--- src/hdl/core_flags_regs.svh ---
// Offsets, field positions, reset values and address widths of the core flag block.
// Assumes inclusion by its bare name from the package and the core flag module.
`ifndef CORE_FLAGS_REGS_SVH
`define CORE_FLAGS_REGS_SVH
`define CORE_FLAGS_OFFSET     4'h0
`define RESET_CAUSE_OFFSET    4'h1
`define IRQ_STATUS_OFFSET     4'h2
`define IRQ_CLEAR_OFFSET      4'h3
`define IRQ_ENABLE_OFFSET     4'h4
`define CONTROL_OFFSET        4'h5
`define ADDR_WIDTH            4
`define INDIRECT_BANK_BIT     7
`define DIRECT_BANK_HI_BIT    6
`define DIRECT_BANK_LO_BIT    5
`define WATCHDOG_EXPIRED_BIT  4
`define POWERED_DOWN_BIT      3
`define ZERO_RESULT_BIT       2
`define PARITY_PRESENT_BIT    7
`define PARITY_RESET_BIT      2
`define POWERON_RESET_BIT     1
`define BROWNOUT_RESET_BIT    0
`define CORE_FLAGS_RESET      8'h18
`define RESET_CAUSE_RESET     8'h00
`define CONTROL_BANK23_BIT    0
`define IRQ_POWERON_BIT       0
`define IRQ_BROWNOUT_BIT      1
`define IRQ_PARITY_BIT        2
`define IRQ_WATCHDOG_BIT      3
`define IRQ_EXT_BIT           4
`define IRQ_WIDTH             5
`endif

--- src/hdl/core_flags_pkg.sv ---
// Types shared by the core flag block and its testbench.
// Assumes the register header is on the include path.
`include "core_flags_regs.svh"
package core_flags_pkg;
    // Reset sources that can act on the flags.
    typedef struct packed {
        logic power_on;
        logic brown_out;
        logic parity_error;
        logic watchdog_timeout;
        logic external_pin;
    } reset_event_type;
    // Core instruction events that touch the flags.
    typedef struct packed {
        logic watchdog_clear;
        logic halt;
        logic result_valid;
        logic [7:0] result;
    } core_event_type;
    typedef struct packed {
        logic [`ADDR_WIDTH-1:0] addr;
        logic [7:0]             wdata;
        logic                   write;
        logic                   read;
    } reg_req_type;
    typedef enum logic [1:0] {
        RUN_STATE,
        HALT_STATE
    } core_state_type;
endpackage

--- src/hdl/pin_sync3.sv ---
// Three-stage synchroniser for one asynchronous pin, with a one-cycle rising-event output.
// Assumes one clock and a synchronous active-high reset.
`timescale 1ns/1ns
module pin_sync3 (
    input  wire logic ref_clk_in,
    input  wire logic reset_in,
    input  wire logic pin_in,
    output logic      level_out,
    output logic      rise_out
);
    logic [2:0] stage_reg;
    logic [2:0] stage_next;
    logic       level_reg;
    logic       level_next;

    // A change counts only once the second and third stages agree.
    always_comb begin
        stage_next = {stage_reg[1:0], pin_in};
        level_next = level_reg;
        if (stage_reg[2] == stage_reg[1]) begin
            level_next = stage_reg[2];
        end
    end

    // Registers only.
    always_ff @(posedge ref_clk_in) begin
        if (reset_in) begin
            stage_reg <= 3'h0;
            level_reg <= 1'b0;
        end else begin
            stage_reg <= stage_next;
            level_reg <= level_next;
        end
    end

    assign level_out = level_reg;
    assign rise_out  = level_next & ~level_reg;
endmodule // pin_sync3

--- src/hdl/core_flags_reset_cause.sv ---
// Core flag and reset-cause logic: bank selects, zero flag, watchdog and power-down flags, reset causes.
// Assumes reset sources arrive as asynchronous pins and core events on the core clock.
`timescale 1ns/1ns
`include "core_flags_regs.svh"
module core_flags_reset_cause
    import core_flags_pkg::*;
(
    input  wire logic                   ref_clk_in,
    input  wire logic                   reset_in,
    input  wire logic                   power_on_pin_in,
    input  wire logic                   brown_out_pin_in,
    input  wire logic                   parity_error_pin_in,
    input  wire logic                   watchdog_timeout_in,
    input  wire logic                   external_reset_pin_in,
    input  wire logic                   parity_check_config_in,
    input  core_flags_pkg::core_event_type core_event_in,
    input  wire logic [6:0]             direct_field_in,
    input  wire logic [7:0]             indirect_pointer_in,
    input  core_flags_pkg::reg_req_type reg_req_in,
    output logic [7:0]                  reg_rdata_out,
    output logic [8:0]                  direct_address_out,
    output logic [8:0]                  indirect_address_out,
    output logic                        irq_out
);
    import core_flags_pkg::*;

    reset_event_type      rst_ev;
    logic [7:0]           flags_reg;
    logic [7:0]           flags_next;
    logic [2:0]           cause_reg;
    logic [2:0]           cause_next;
    logic                 parity_cfg_reg;
    logic [`IRQ_WIDTH-1:0] irq_status_reg;
    logic [`IRQ_WIDTH-1:0] irq_status_next;
    logic [`IRQ_WIDTH-1:0] irq_enable_reg;
    logic [`IRQ_WIDTH-1:0] irq_enable_next;
    logic                 two_bank_reg;
    logic                 two_bank_next;
    logic [7:0]           rdata_reg;
    logic [7:0]           rdata_next;
    logic [8:0]           daddr_reg;
    logic [8:0]           iaddr_reg;
    core_state_type       state_reg;
    core_state_type       state_next;
    logic [4:0]           ext_pins;

    // Decode of a register offset, used by the write paths; the read mux decodes with its own case.
    function automatic logic hit(input logic [`ADDR_WIDTH-1:0] a, input logic [`ADDR_WIDTH-1:0] off);
        hit = (a == off);
    endfunction

    // Every reset source is an asynchronous pin; one synchroniser per source.
    assign ext_pins = {power_on_pin_in, brown_out_pin_in, parity_error_pin_in,
                       watchdog_timeout_in, external_reset_pin_in};
    logic [4:0] pin_rise;
    genvar g;
    generate
        for (g = 0; g < 5; g = g + 1) begin : g_sync
            pin_sync3 u_sync (
                .ref_clk_in (ref_clk_in),
                .reset_in   (reset_in),
                .pin_in     (ext_pins[g]),
                .level_out  (),
                .rise_out   (pin_rise[g])
            );
        end
    endgenerate
    assign rst_ev = reset_event_type'(pin_rise);

    // Run and halt tracking; a halt ends on any reset or watchdog wake.
    always_comb begin
        state_next = state_reg;
        case (state_reg)
            RUN_STATE: begin
                if (core_event_in.halt) begin
                    state_next = HALT_STATE;
                end
            end
            HALT_STATE: begin
                if (|pin_rise) begin
                    state_next = RUN_STATE;
                end
            end
            default: begin
                state_next = RUN_STATE;
            end
        endcase
    end

    // Flag updates; reset events take priority over instruction events.
    always_comb begin
        flags_next = flags_reg;
        cause_next = cause_reg;
        if (core_event_in.result_valid) begin
            flags_next[`ZERO_RESULT_BIT] = (core_event_in.result == 8'h00);
        end
        if (core_event_in.watchdog_clear) begin
            flags_next[`WATCHDOG_EXPIRED_BIT] = 1'b1;
            flags_next[`POWERED_DOWN_BIT]     = 1'b1;
        end
        if (core_event_in.halt) begin
            flags_next[`WATCHDOG_EXPIRED_BIT] = 1'b1;
            flags_next[`POWERED_DOWN_BIT]     = 1'b0;
        end
        if (reg_req_in.write && hit(reg_req_in.addr, `CORE_FLAGS_OFFSET)) begin
            // Software owns bank bits and zero flag; the watchdog-expired and powered-down flags are read-only.
            flags_next[7:5] = reg_req_in.wdata[7:5];
            if (two_bank_reg) begin
                flags_next[`INDIRECT_BANK_BIT] = 1'b0;
            end
            flags_next[`ZERO_RESULT_BIT] = reg_req_in.wdata[`ZERO_RESULT_BIT];
            flags_next[1:0] = reg_req_in.wdata[1:0];
        end
        if (reg_req_in.write && hit(reg_req_in.addr, `RESET_CAUSE_OFFSET)) begin
            cause_next = reg_req_in.wdata[2:0];
        end
        // Reset events; hardware clears win over a software write in the same cycle.
        if (rst_ev.watchdog_timeout) begin
            flags_next[`WATCHDOG_EXPIRED_BIT] = 1'b0;
        end
        if (rst_ev.external_pin && state_reg == HALT_STATE) begin
            flags_next[`WATCHDOG_EXPIRED_BIT] = 1'b1;
            flags_next[`POWERED_DOWN_BIT]     = 1'b0;
        end
        if (rst_ev.parity_error) begin
            cause_next[`PARITY_RESET_BIT] = 1'b0;
        end
        if (rst_ev.brown_out) begin
            cause_next[`BROWNOUT_RESET_BIT] = 1'b0;
        end
        if (rst_ev.power_on) begin
            flags_next = `CORE_FLAGS_RESET;
            cause_next = 3'h0;
        end
    end

    // Interrupt status: set wins over clear.
    always_comb begin
        irq_status_next = irq_status_reg;
        irq_enable_next = irq_enable_reg;
        two_bank_next   = two_bank_reg;
        if (reg_req_in.write && hit(reg_req_in.addr, `IRQ_CLEAR_OFFSET)) begin
            irq_status_next = irq_status_reg & ~reg_req_in.wdata[`IRQ_WIDTH-1:0];
        end
        if (reg_req_in.write && hit(reg_req_in.addr, `IRQ_ENABLE_OFFSET)) begin
            irq_enable_next = reg_req_in.wdata[`IRQ_WIDTH-1:0];
        end
        if (reg_req_in.write && hit(reg_req_in.addr, `CONTROL_OFFSET)) begin
            two_bank_next = reg_req_in.wdata[`CONTROL_BANK23_BIT];
        end
        irq_status_next = irq_status_next | {rst_ev.external_pin, rst_ev.watchdog_timeout,
                                             rst_ev.parity_error, rst_ev.brown_out, rst_ev.power_on};
    end

    // Read mux; unmapped offsets read zero.
    always_comb begin
        rdata_next = 8'h00;
        if (reg_req_in.read) begin
            case (reg_req_in.addr)
                `CORE_FLAGS_OFFSET:  rdata_next = flags_reg;
                `RESET_CAUSE_OFFSET: rdata_next = {parity_cfg_reg, 4'h0, cause_reg};
                `IRQ_STATUS_OFFSET:  rdata_next = {3'h0, irq_status_reg};
                `IRQ_ENABLE_OFFSET:  rdata_next = {3'h0, irq_enable_reg};
                `CONTROL_OFFSET:     rdata_next = {7'h00, two_bank_reg};
                default:             rdata_next = 8'h00;
            endcase
        end
    end

    // Registers only; reset_in gives flags and causes their power-on values and clears every other register.
    always_ff @(posedge ref_clk_in) begin
        if (reset_in) begin
            flags_reg      <= `CORE_FLAGS_RESET;
            cause_reg      <= 3'h0;
            parity_cfg_reg <= 1'b0;
            irq_status_reg <= 5'h00;
            irq_enable_reg <= 5'h00;
            two_bank_reg   <= 1'b0;
            rdata_reg      <= 8'h00;
            daddr_reg      <= 9'h000;
            iaddr_reg      <= 9'h000;
            state_reg      <= RUN_STATE;
        end else begin
            flags_reg      <= flags_next;
            cause_reg      <= cause_next;
            parity_cfg_reg <= parity_check_config_in;
            irq_status_reg <= irq_status_next;
            irq_enable_reg <= irq_enable_next;
            two_bank_reg   <= two_bank_next;
            rdata_reg      <= rdata_next;
            daddr_reg      <= {flags_reg[6:5], direct_field_in};
            iaddr_reg      <= {flags_reg[`INDIRECT_BANK_BIT], indirect_pointer_in};
            state_reg      <= state_next;
        end
    end

    assign reg_rdata_out        = rdata_reg;
    assign direct_address_out   = daddr_reg;
    assign indirect_address_out = iaddr_reg;
    assign irq_out              = |(irq_status_reg & irq_enable_reg);

    // Flag checks. Each looks one edge after its trigger, once the registers have taken the update.
    a_timeout_clears: assert property (@(posedge ref_clk_in) disable iff (reset_in)
        rst_ev.watchdog_timeout && !rst_ev.power_on |=> !flags_reg[`WATCHDOG_EXPIRED_BIT])
        else $error("watchdog flag not cleared");
    a_halt_clears_pd: assert property (@(posedge ref_clk_in) disable iff (reset_in)
        core_event_in.halt && !(|pin_rise) |=> !flags_reg[`POWERED_DOWN_BIT] && flags_reg[`WATCHDOG_EXPIRED_BIT])
        else $error("halt flags wrong");
    a_clear_sets_pd: assert property (@(posedge ref_clk_in) disable iff (reset_in)
        core_event_in.watchdog_clear && !core_event_in.halt && !(|pin_rise) |=> flags_reg[4:3] == 2'b11)
        else $error("watchdog clear flags wrong");
    a_zero_flag: assert property (@(posedge ref_clk_in) disable iff (reset_in)
        core_event_in.result_valid && !reg_req_in.write && !rst_ev.power_on
        |=> flags_reg[`ZERO_RESULT_BIT] == ($past(core_event_in.result) == 8'h00))
        else $error("zero flag wrong");
    a_wdt_keeps_pd: assert property (@(posedge ref_clk_in) disable iff (reset_in)
        rst_ev.watchdog_timeout && !rst_ev.power_on && !rst_ev.external_pin && !core_event_in.halt
        && !core_event_in.watchdog_clear |=> $stable(flags_reg[`POWERED_DOWN_BIT]))
        else $error("watchdog reset changed powered-down flag");
    a_flags_readonly: assert property (@(posedge ref_clk_in) disable iff (reset_in)
        reg_req_in.write && reg_req_in.addr == `CORE_FLAGS_OFFSET && !(|pin_rise) && !core_event_in.halt
        && !core_event_in.watchdog_clear |=> $stable(flags_reg[4:3]))
        else $error("software changed read-only flags");
    a_two_bank_forced: assert property (@(posedge ref_clk_in) disable iff (reset_in)
        two_bank_reg && reg_req_in.write && reg_req_in.addr == `CORE_FLAGS_OFFSET && !rst_ev.power_on
        |=> !flags_reg[`INDIRECT_BANK_BIT])
        else $error("indirect bank bit set on two-bank part");

    // Reset-cause checks. Hardware clears must win over software writes in the same cycle.
    a_parity_mirror: assert property (@(posedge ref_clk_in) disable iff (reset_in)
        reg_req_in.read && reg_req_in.addr == `RESET_CAUSE_OFFSET |=> reg_rdata_out[7] == $past(parity_cfg_reg))
        else $error("parity mirror wrong");
    a_cause_upper_zero: assert property (@(posedge ref_clk_in) disable iff (reset_in)
        reg_req_in.read && reg_req_in.addr == `RESET_CAUSE_OFFSET |=> reg_rdata_out[6:3] == 4'h0)
        else $error("unused cause bits not zero");
    a_parity_reset: assert property (@(posedge ref_clk_in) disable iff (reset_in)
        rst_ev.parity_error |=> !cause_reg[`PARITY_RESET_BIT])
        else $error("parity flag not cleared");
    a_poweron_flags: assert property (@(posedge ref_clk_in) disable iff (reset_in)
        rst_ev.power_on |=> flags_reg[4:3] == 2'b11 && !cause_reg[`POWERON_RESET_BIT])
        else $error("power-on flags wrong");
    a_poweron_value: assert property (@(posedge ref_clk_in) disable iff (reset_in)
        rst_ev.power_on |=> flags_reg == `CORE_FLAGS_RESET && cause_reg == 3'h0)
        else $error("power-on register values wrong");
    a_brownout_reset: assert property (@(posedge ref_clk_in) disable iff (reset_in)
        rst_ev.brown_out |=> !cause_reg[`BROWNOUT_RESET_BIT])
        else $error("brown-out flag not cleared");
    a_ext_running: assert property (@(posedge ref_clk_in) disable iff (reset_in)
        rst_ev.external_pin && state_reg == RUN_STATE && !rst_ev.power_on && !rst_ev.watchdog_timeout
        && !core_event_in.halt && !core_event_in.watchdog_clear |=> $stable(flags_reg[4:3]))
        else $error("external reset changed flags");
    a_ext_halted: assert property (@(posedge ref_clk_in) disable iff (reset_in)
        rst_ev.external_pin && state_reg == HALT_STATE && !rst_ev.power_on && !rst_ev.watchdog_timeout
        |=> flags_reg[4:3] == 2'b10)
        else $error("external reset during halt gave wrong flags");
    a_halt_enters: assert property (@(posedge ref_clk_in) disable iff (reset_in)
        core_event_in.halt && state_reg == RUN_STATE |=> state_reg == HALT_STATE)
        else $error("halt not tracked");
    a_halt_wakes: assert property (@(posedge ref_clk_in) disable iff (reset_in)
        state_reg == HALT_STATE && (|pin_rise) |=> state_reg == RUN_STATE)
        else $error("reset did not end halt");
    a_ext_keeps_por: assert property (@(posedge ref_clk_in) disable iff (reset_in)
        (rst_ev.external_pin || rst_ev.watchdog_timeout) && !rst_ev.power_on && !rst_ev.brown_out
        && !reg_req_in.write |=> $stable(cause_reg[1:0]))
        else $error("cause flags disturbed");
    a_brownout_keeps_por: assert property (@(posedge ref_clk_in) disable iff (reset_in)
        rst_ev.brown_out && !rst_ev.power_on && !reg_req_in.write |=> $stable(cause_reg[`POWERON_RESET_BIT]))
        else $error("brown-out changed power-on flag");

    // Address outputs lag their sources by one edge, so each output is compared with its sources taken through $past.
    a_direct_addr: assert property (@(posedge ref_clk_in) disable iff (reset_in)
        1'b1 |=> direct_address_out == {$past(flags_reg[6:5]), $past(direct_field_in)})
        else $error("direct address wrong");
    a_indirect_addr: assert property (@(posedge ref_clk_in) disable iff (reset_in)
        1'b1 |=> indirect_address_out == {$past(flags_reg[`INDIRECT_BANK_BIT]), $past(indirect_pointer_in)})
        else $error("indirect address wrong");

    // Bus and interrupt checks; read data may stand for one cycle only, so idle cycles must read zero.
    a_rdata_idle: assert property (@(posedge ref_clk_in) disable iff (reset_in)
        !reg_req_in.read |=> reg_rdata_out == 8'h00)
        else $error("read data outside read cycle");
    a_irq_sticky: assert property (@(posedge ref_clk_in) disable iff (reset_in)
        rst_ev.parity_error |=> irq_status_reg[`IRQ_PARITY_BIT])
        else $error("parity event not recorded");
    a_irq_clear: assert property (@(posedge ref_clk_in) disable iff (reset_in)
        reg_req_in.write && reg_req_in.addr == `IRQ_CLEAR_OFFSET && reg_req_in.wdata[`IRQ_PARITY_BIT]
        && !rst_ev.parity_error |=> !irq_status_reg[`IRQ_PARITY_BIT])
        else $error("status bit not cleared");

    // Coverage of the main scenarios.
    c_halt_wake: cover property (@(posedge ref_clk_in) state_reg == HALT_STATE ##1 state_reg == RUN_STATE);
    c_poweron: cover property (@(posedge ref_clk_in) rst_ev.power_on);
    c_irq: cover property (@(posedge ref_clk_in) irq_out);
    c_ext_halted: cover property (@(posedge ref_clk_in) rst_ev.external_pin && state_reg == HALT_STATE);
    c_two_bank: cover property (@(posedge ref_clk_in) two_bank_reg && reg_req_in.write);
endmodule // core_flags_reset_cause

--- config.mk ---
export PLATFORM = sky130hd
export DESIGN_NAME = core_flags_reset_cause
export DESIGN_NICKNAME = d
export VERILOG_FILES = /design/src/hdl/core_flags_pkg.sv /design/src/hdl/pin_sync3.sv /design/src/hdl/core_flags_reset_cause.sv
export VERILOG_INCLUDE_DIRS = /design/src /design/src/hdl
export SDC_FILE = /design/constraint.sdc
export NUM_CORES = 1
export LEC_CHECK = 0
export BUFFER_PORTS_ARGS = -buffer_cell sky130_fd_sc_hd__buf_2
export CAP_MARGIN = 15
export CORE_ASPECT_RATIO = 1.75
export CORE_MARGIN = 2
export CORE_UTILIZATION = 30
export DETAILED_ROUTE_END_ITERATION = 8
export GPL_ROUTABILITY_DRIVEN = 0
export HOLD_SLACK_MARGIN = 0.1
export MAX_ROUTING_LAYER = met4
export PLACE_DENSITY = 0.54
export SLEW_MARGIN = 0
export SYNTH_ARGS = -nofsm -noshare
export SYNTH_HDL_FRONTEND = slang
export SYNTH_HIERARCHICAL = 1
export SYNTH_SLANG_ARGS = --single-unit
--- constraint.sdc ---
create_clock -name ref_clk_in -period 1.1 [get_ports ref_clk_in]
set_input_delay 0.11 -clock ref_clk_in [delete_from_list [all_inputs] [get_ports ref_clk_in]]
set_output_delay 0.11 -clock ref_clk_in [all_outputs]
set_load 0.01 [all_outputs]
==> out/results.ini <==
[floorplan]
start_util = 0.3038
coreArea_sq_um = 8558
die_h_um = 127.2
die_x_um = 74.38
rows = 45
dieArea_sq_um = 9457
ioPinCount = 75

[synthesis]
synthDistinctLibCells = 37
synth_mux_area_frac = 0.02021
synth.avg_cell_area_sq_um = 9.559
ys_seq_area_frac = 0.5390
synthCells = 272
synth_edf_count = 0
syn_area_sq_um = 2600
yosys_warnings = 6
ys_seq_elements = 70
ys.flop_type = dfxtp_1
synth-compound-area-share = 0.1487
yosys.area_share.simple = 0.2469
synth_xor_area_frac = 0
yosys.area_share.adder = 0
synth_fp_nets = 320
synth_top_family_by_area = simple AND/OR/NAND/NOR gates
synth_async_sr_flop_share = 0

[timing]
fin_ws_ns = -0.2000
fin_crit_ns = 1.300
relSlewSlack = 0.8177
worst_pin_slew_ns = 0.2714
rsz0062_at_grt = true
fmax_mhz = 769.2
hold_slack_ns = 0.1134
finalHoldViolCount = 0
final-setup-viol-count = 1
skew_ns = 0.004614
final-max-slew-violation-count = 0
post-route-period-util = 1.182

[worst_setup_path]
critical_path_required_ns = 0.99
cp-end-kind = output port
start_kind = flop
path_max_fanout = 2
r2r_cells = 5
crit_arrival_ns = 1.19
path_class = reg2out
r2r_start = g_sync[0].u_sync/stage_reg[2]
cp-startpoint = irq_status_reg[4]

[cells_and_area]
final_util = 0.4732
drive_gt1_frac = 0.3501
layout_common_cells = 74 x buf_2, 63 x dfxtp_1, 38 x dlygate4sd3_1, 36 x nor2b_1, 31 x buf_4
instances_no_fill = 534
final_common_cell = buf_2
largest_reg_flops = 15
diodes = 0
syn_to_final_growth_pct = 55.77
final_cell_area_sq_um = 4050
nets = 460

[global_route]
antenna_found_initial = 0
grt_pass1_vias = 2513
grt_overflow = 0
grt.total_usage = 0.1584
grt_use_met1 = 0.1441
busiest_layer = met2
grt_max_degree = 20
gr-usage-met2 = 0.2790
grt_use_met3 = 0.04022
grt_pass1_wl_mm = 11.07

[placement]
postPlaceCellArea_sq_um = 3271
numPlacedInstances = 480
port_buffers = 74
place_hpwl_mm = 4.937

[clocking]
clk_pin_slew_worst_paths_ns = 0.06
cts_buffers = 9
clkLatencyLatePin_ns = 0.33
clk_path_buf_depth = 2
cts_tree = done
cts_num_sinks = 70
cts_setup_buffers = 0
h-tree-depth = 3
cts_root_buf = clkbuf_16

[routing]
wl_mm = 6.907
ant_nets = 0
drt_iter0_markers = 97
drtPass1Iterations = 4
drc = 0
vias = 2419
viasPerCell = 4.530
avgRoutedWirePerCell_um = 12.93

[pwr]
power.leakage_nw = 1.663
irDropWorstVdd_v = 0.001111
power_density_nw_per_um2 = 1570
design_power_total_w = 0.006358

[hold_path]
hp-class = in2reg
min_path_cells = 3
hold_start = reg_req_in[4]

[run_status]
violations = negative setup slack
status = complete, but fails checks

[run]
maxCapViolations = 0

-- repair_timing --
| action | CTS | global route |
|---|---|---|
| hold buffers | 38 | 0 |
| pin swaps | 0 | 4 |
| resized for setup | 3 | 18 |
| endpoints found under the hold margin | 33 | 0 |
| setup endpoints to repair | 4 | 12 |
-- report_power, final --
| part | switching [W] | leakage (nW) | total (W) | internal, W |
|---|---|---|---|---|
| clock | 0.00106 | 0.162 | 0.00317 | 0.00211 |
| combinational | 0.000245 | 0.926 | 0.000558 | 0.000313 |
| sequential | 0.0000269 | 0.575 | 0.00263 | 0.00261 |
-- path summary, 6_finish.rpt --
kind / slack (ns) / to
hold reg to reg: 0.43 / g_sync[3].u_sync/stage_reg[1]
hold / removal: 0.11 / cause_reg[2]
setup / recovery: -0.20 / irq_out
setup reg to reg: 0.08 / state_reg[0]
-- cells in the mapped netlist (2+ instances only) --
master | count | area (sq um)
o21ai_0 | 13 | 65.06
and3b_1 | 2 | 17.52
dfxtp_1 | 70 | 1401
buf_2 | 4 | 20.02
a211oi_1 | 2 | 15.01
o21ai_1 | 14 | 70.07
nor4_1 | 3 | 18.77
a22oi_1 | 4 | 30.03
or3_1 | 2 | 12.51
nand3b_1 | 7 | 52.55
nor2b_1 | 36 | 225.2
nor3_1 | 3 | 15.01
inv_1 | 5 | 18.77
nand2b_1 | 2 | 12.51
or2_2 | 2 | 12.51
mux2_2 | 2 | 22.52
mux2i_1 | 3 | 30.03
nand2_1 | 14 | 52.55
nor2_1 | 11 | 41.29
and2_1 | 2 | 12.51
clkbuf_1 | 5 | 18.77
a21oi_1 | 27 | 135.1
nand3_1 | 19 | 95.09
a211o_1 | 3 | 26.28
buf_6 | 5 | 56.30
-- area by class of cell --
cell class              count  area (sq um)
multi-input cells         182          1137
clock inverters             5         81.33
flip-flops and latches     70          1410
clock buffers              11         252.7
well taps                 117         146.4
fillers                   856          4508
repair buffers            144          1003
inverters                   5         18.77
-- layer usage --
layer  routed length, um  share of wire  vias up
met2                3834           0.56       72
met5                   0              0        -
li1                    -              -     1222
met1                2440           0.35     1094
met3                 300          0.043       31
met4                 331          0.048        0
-- stage by stage --
step | setup TNS, ns | worst slack (ns)
after global routing | -0.2642 | -0.2642
after CTS | -0.2164 | -0.2164
final | -0.2000 | -0.2000
after detailed placement | -0.5161 | -0.09136
after floorplan | 0 | 0.01380
after global placement | -0.3935 | -0.08214
-- kinds of logic after synthesis --
| group | count (synthesis) |
|---|---|
| buffers and inverters | 20 |
| muxes | 5 |
| and+or+nand+nor | 110 |
| DFF | 70 |
| AOI/OAI and AO/OA | 67 |
-- worst max-delay path, cell delays in order (launching register included) --
cell and delay, ns:
dfxtp_1 0.31, a222oi_1 0.31, nand2_1 0.10, buf_2 0.15
(Power assumes the default switching activity.)
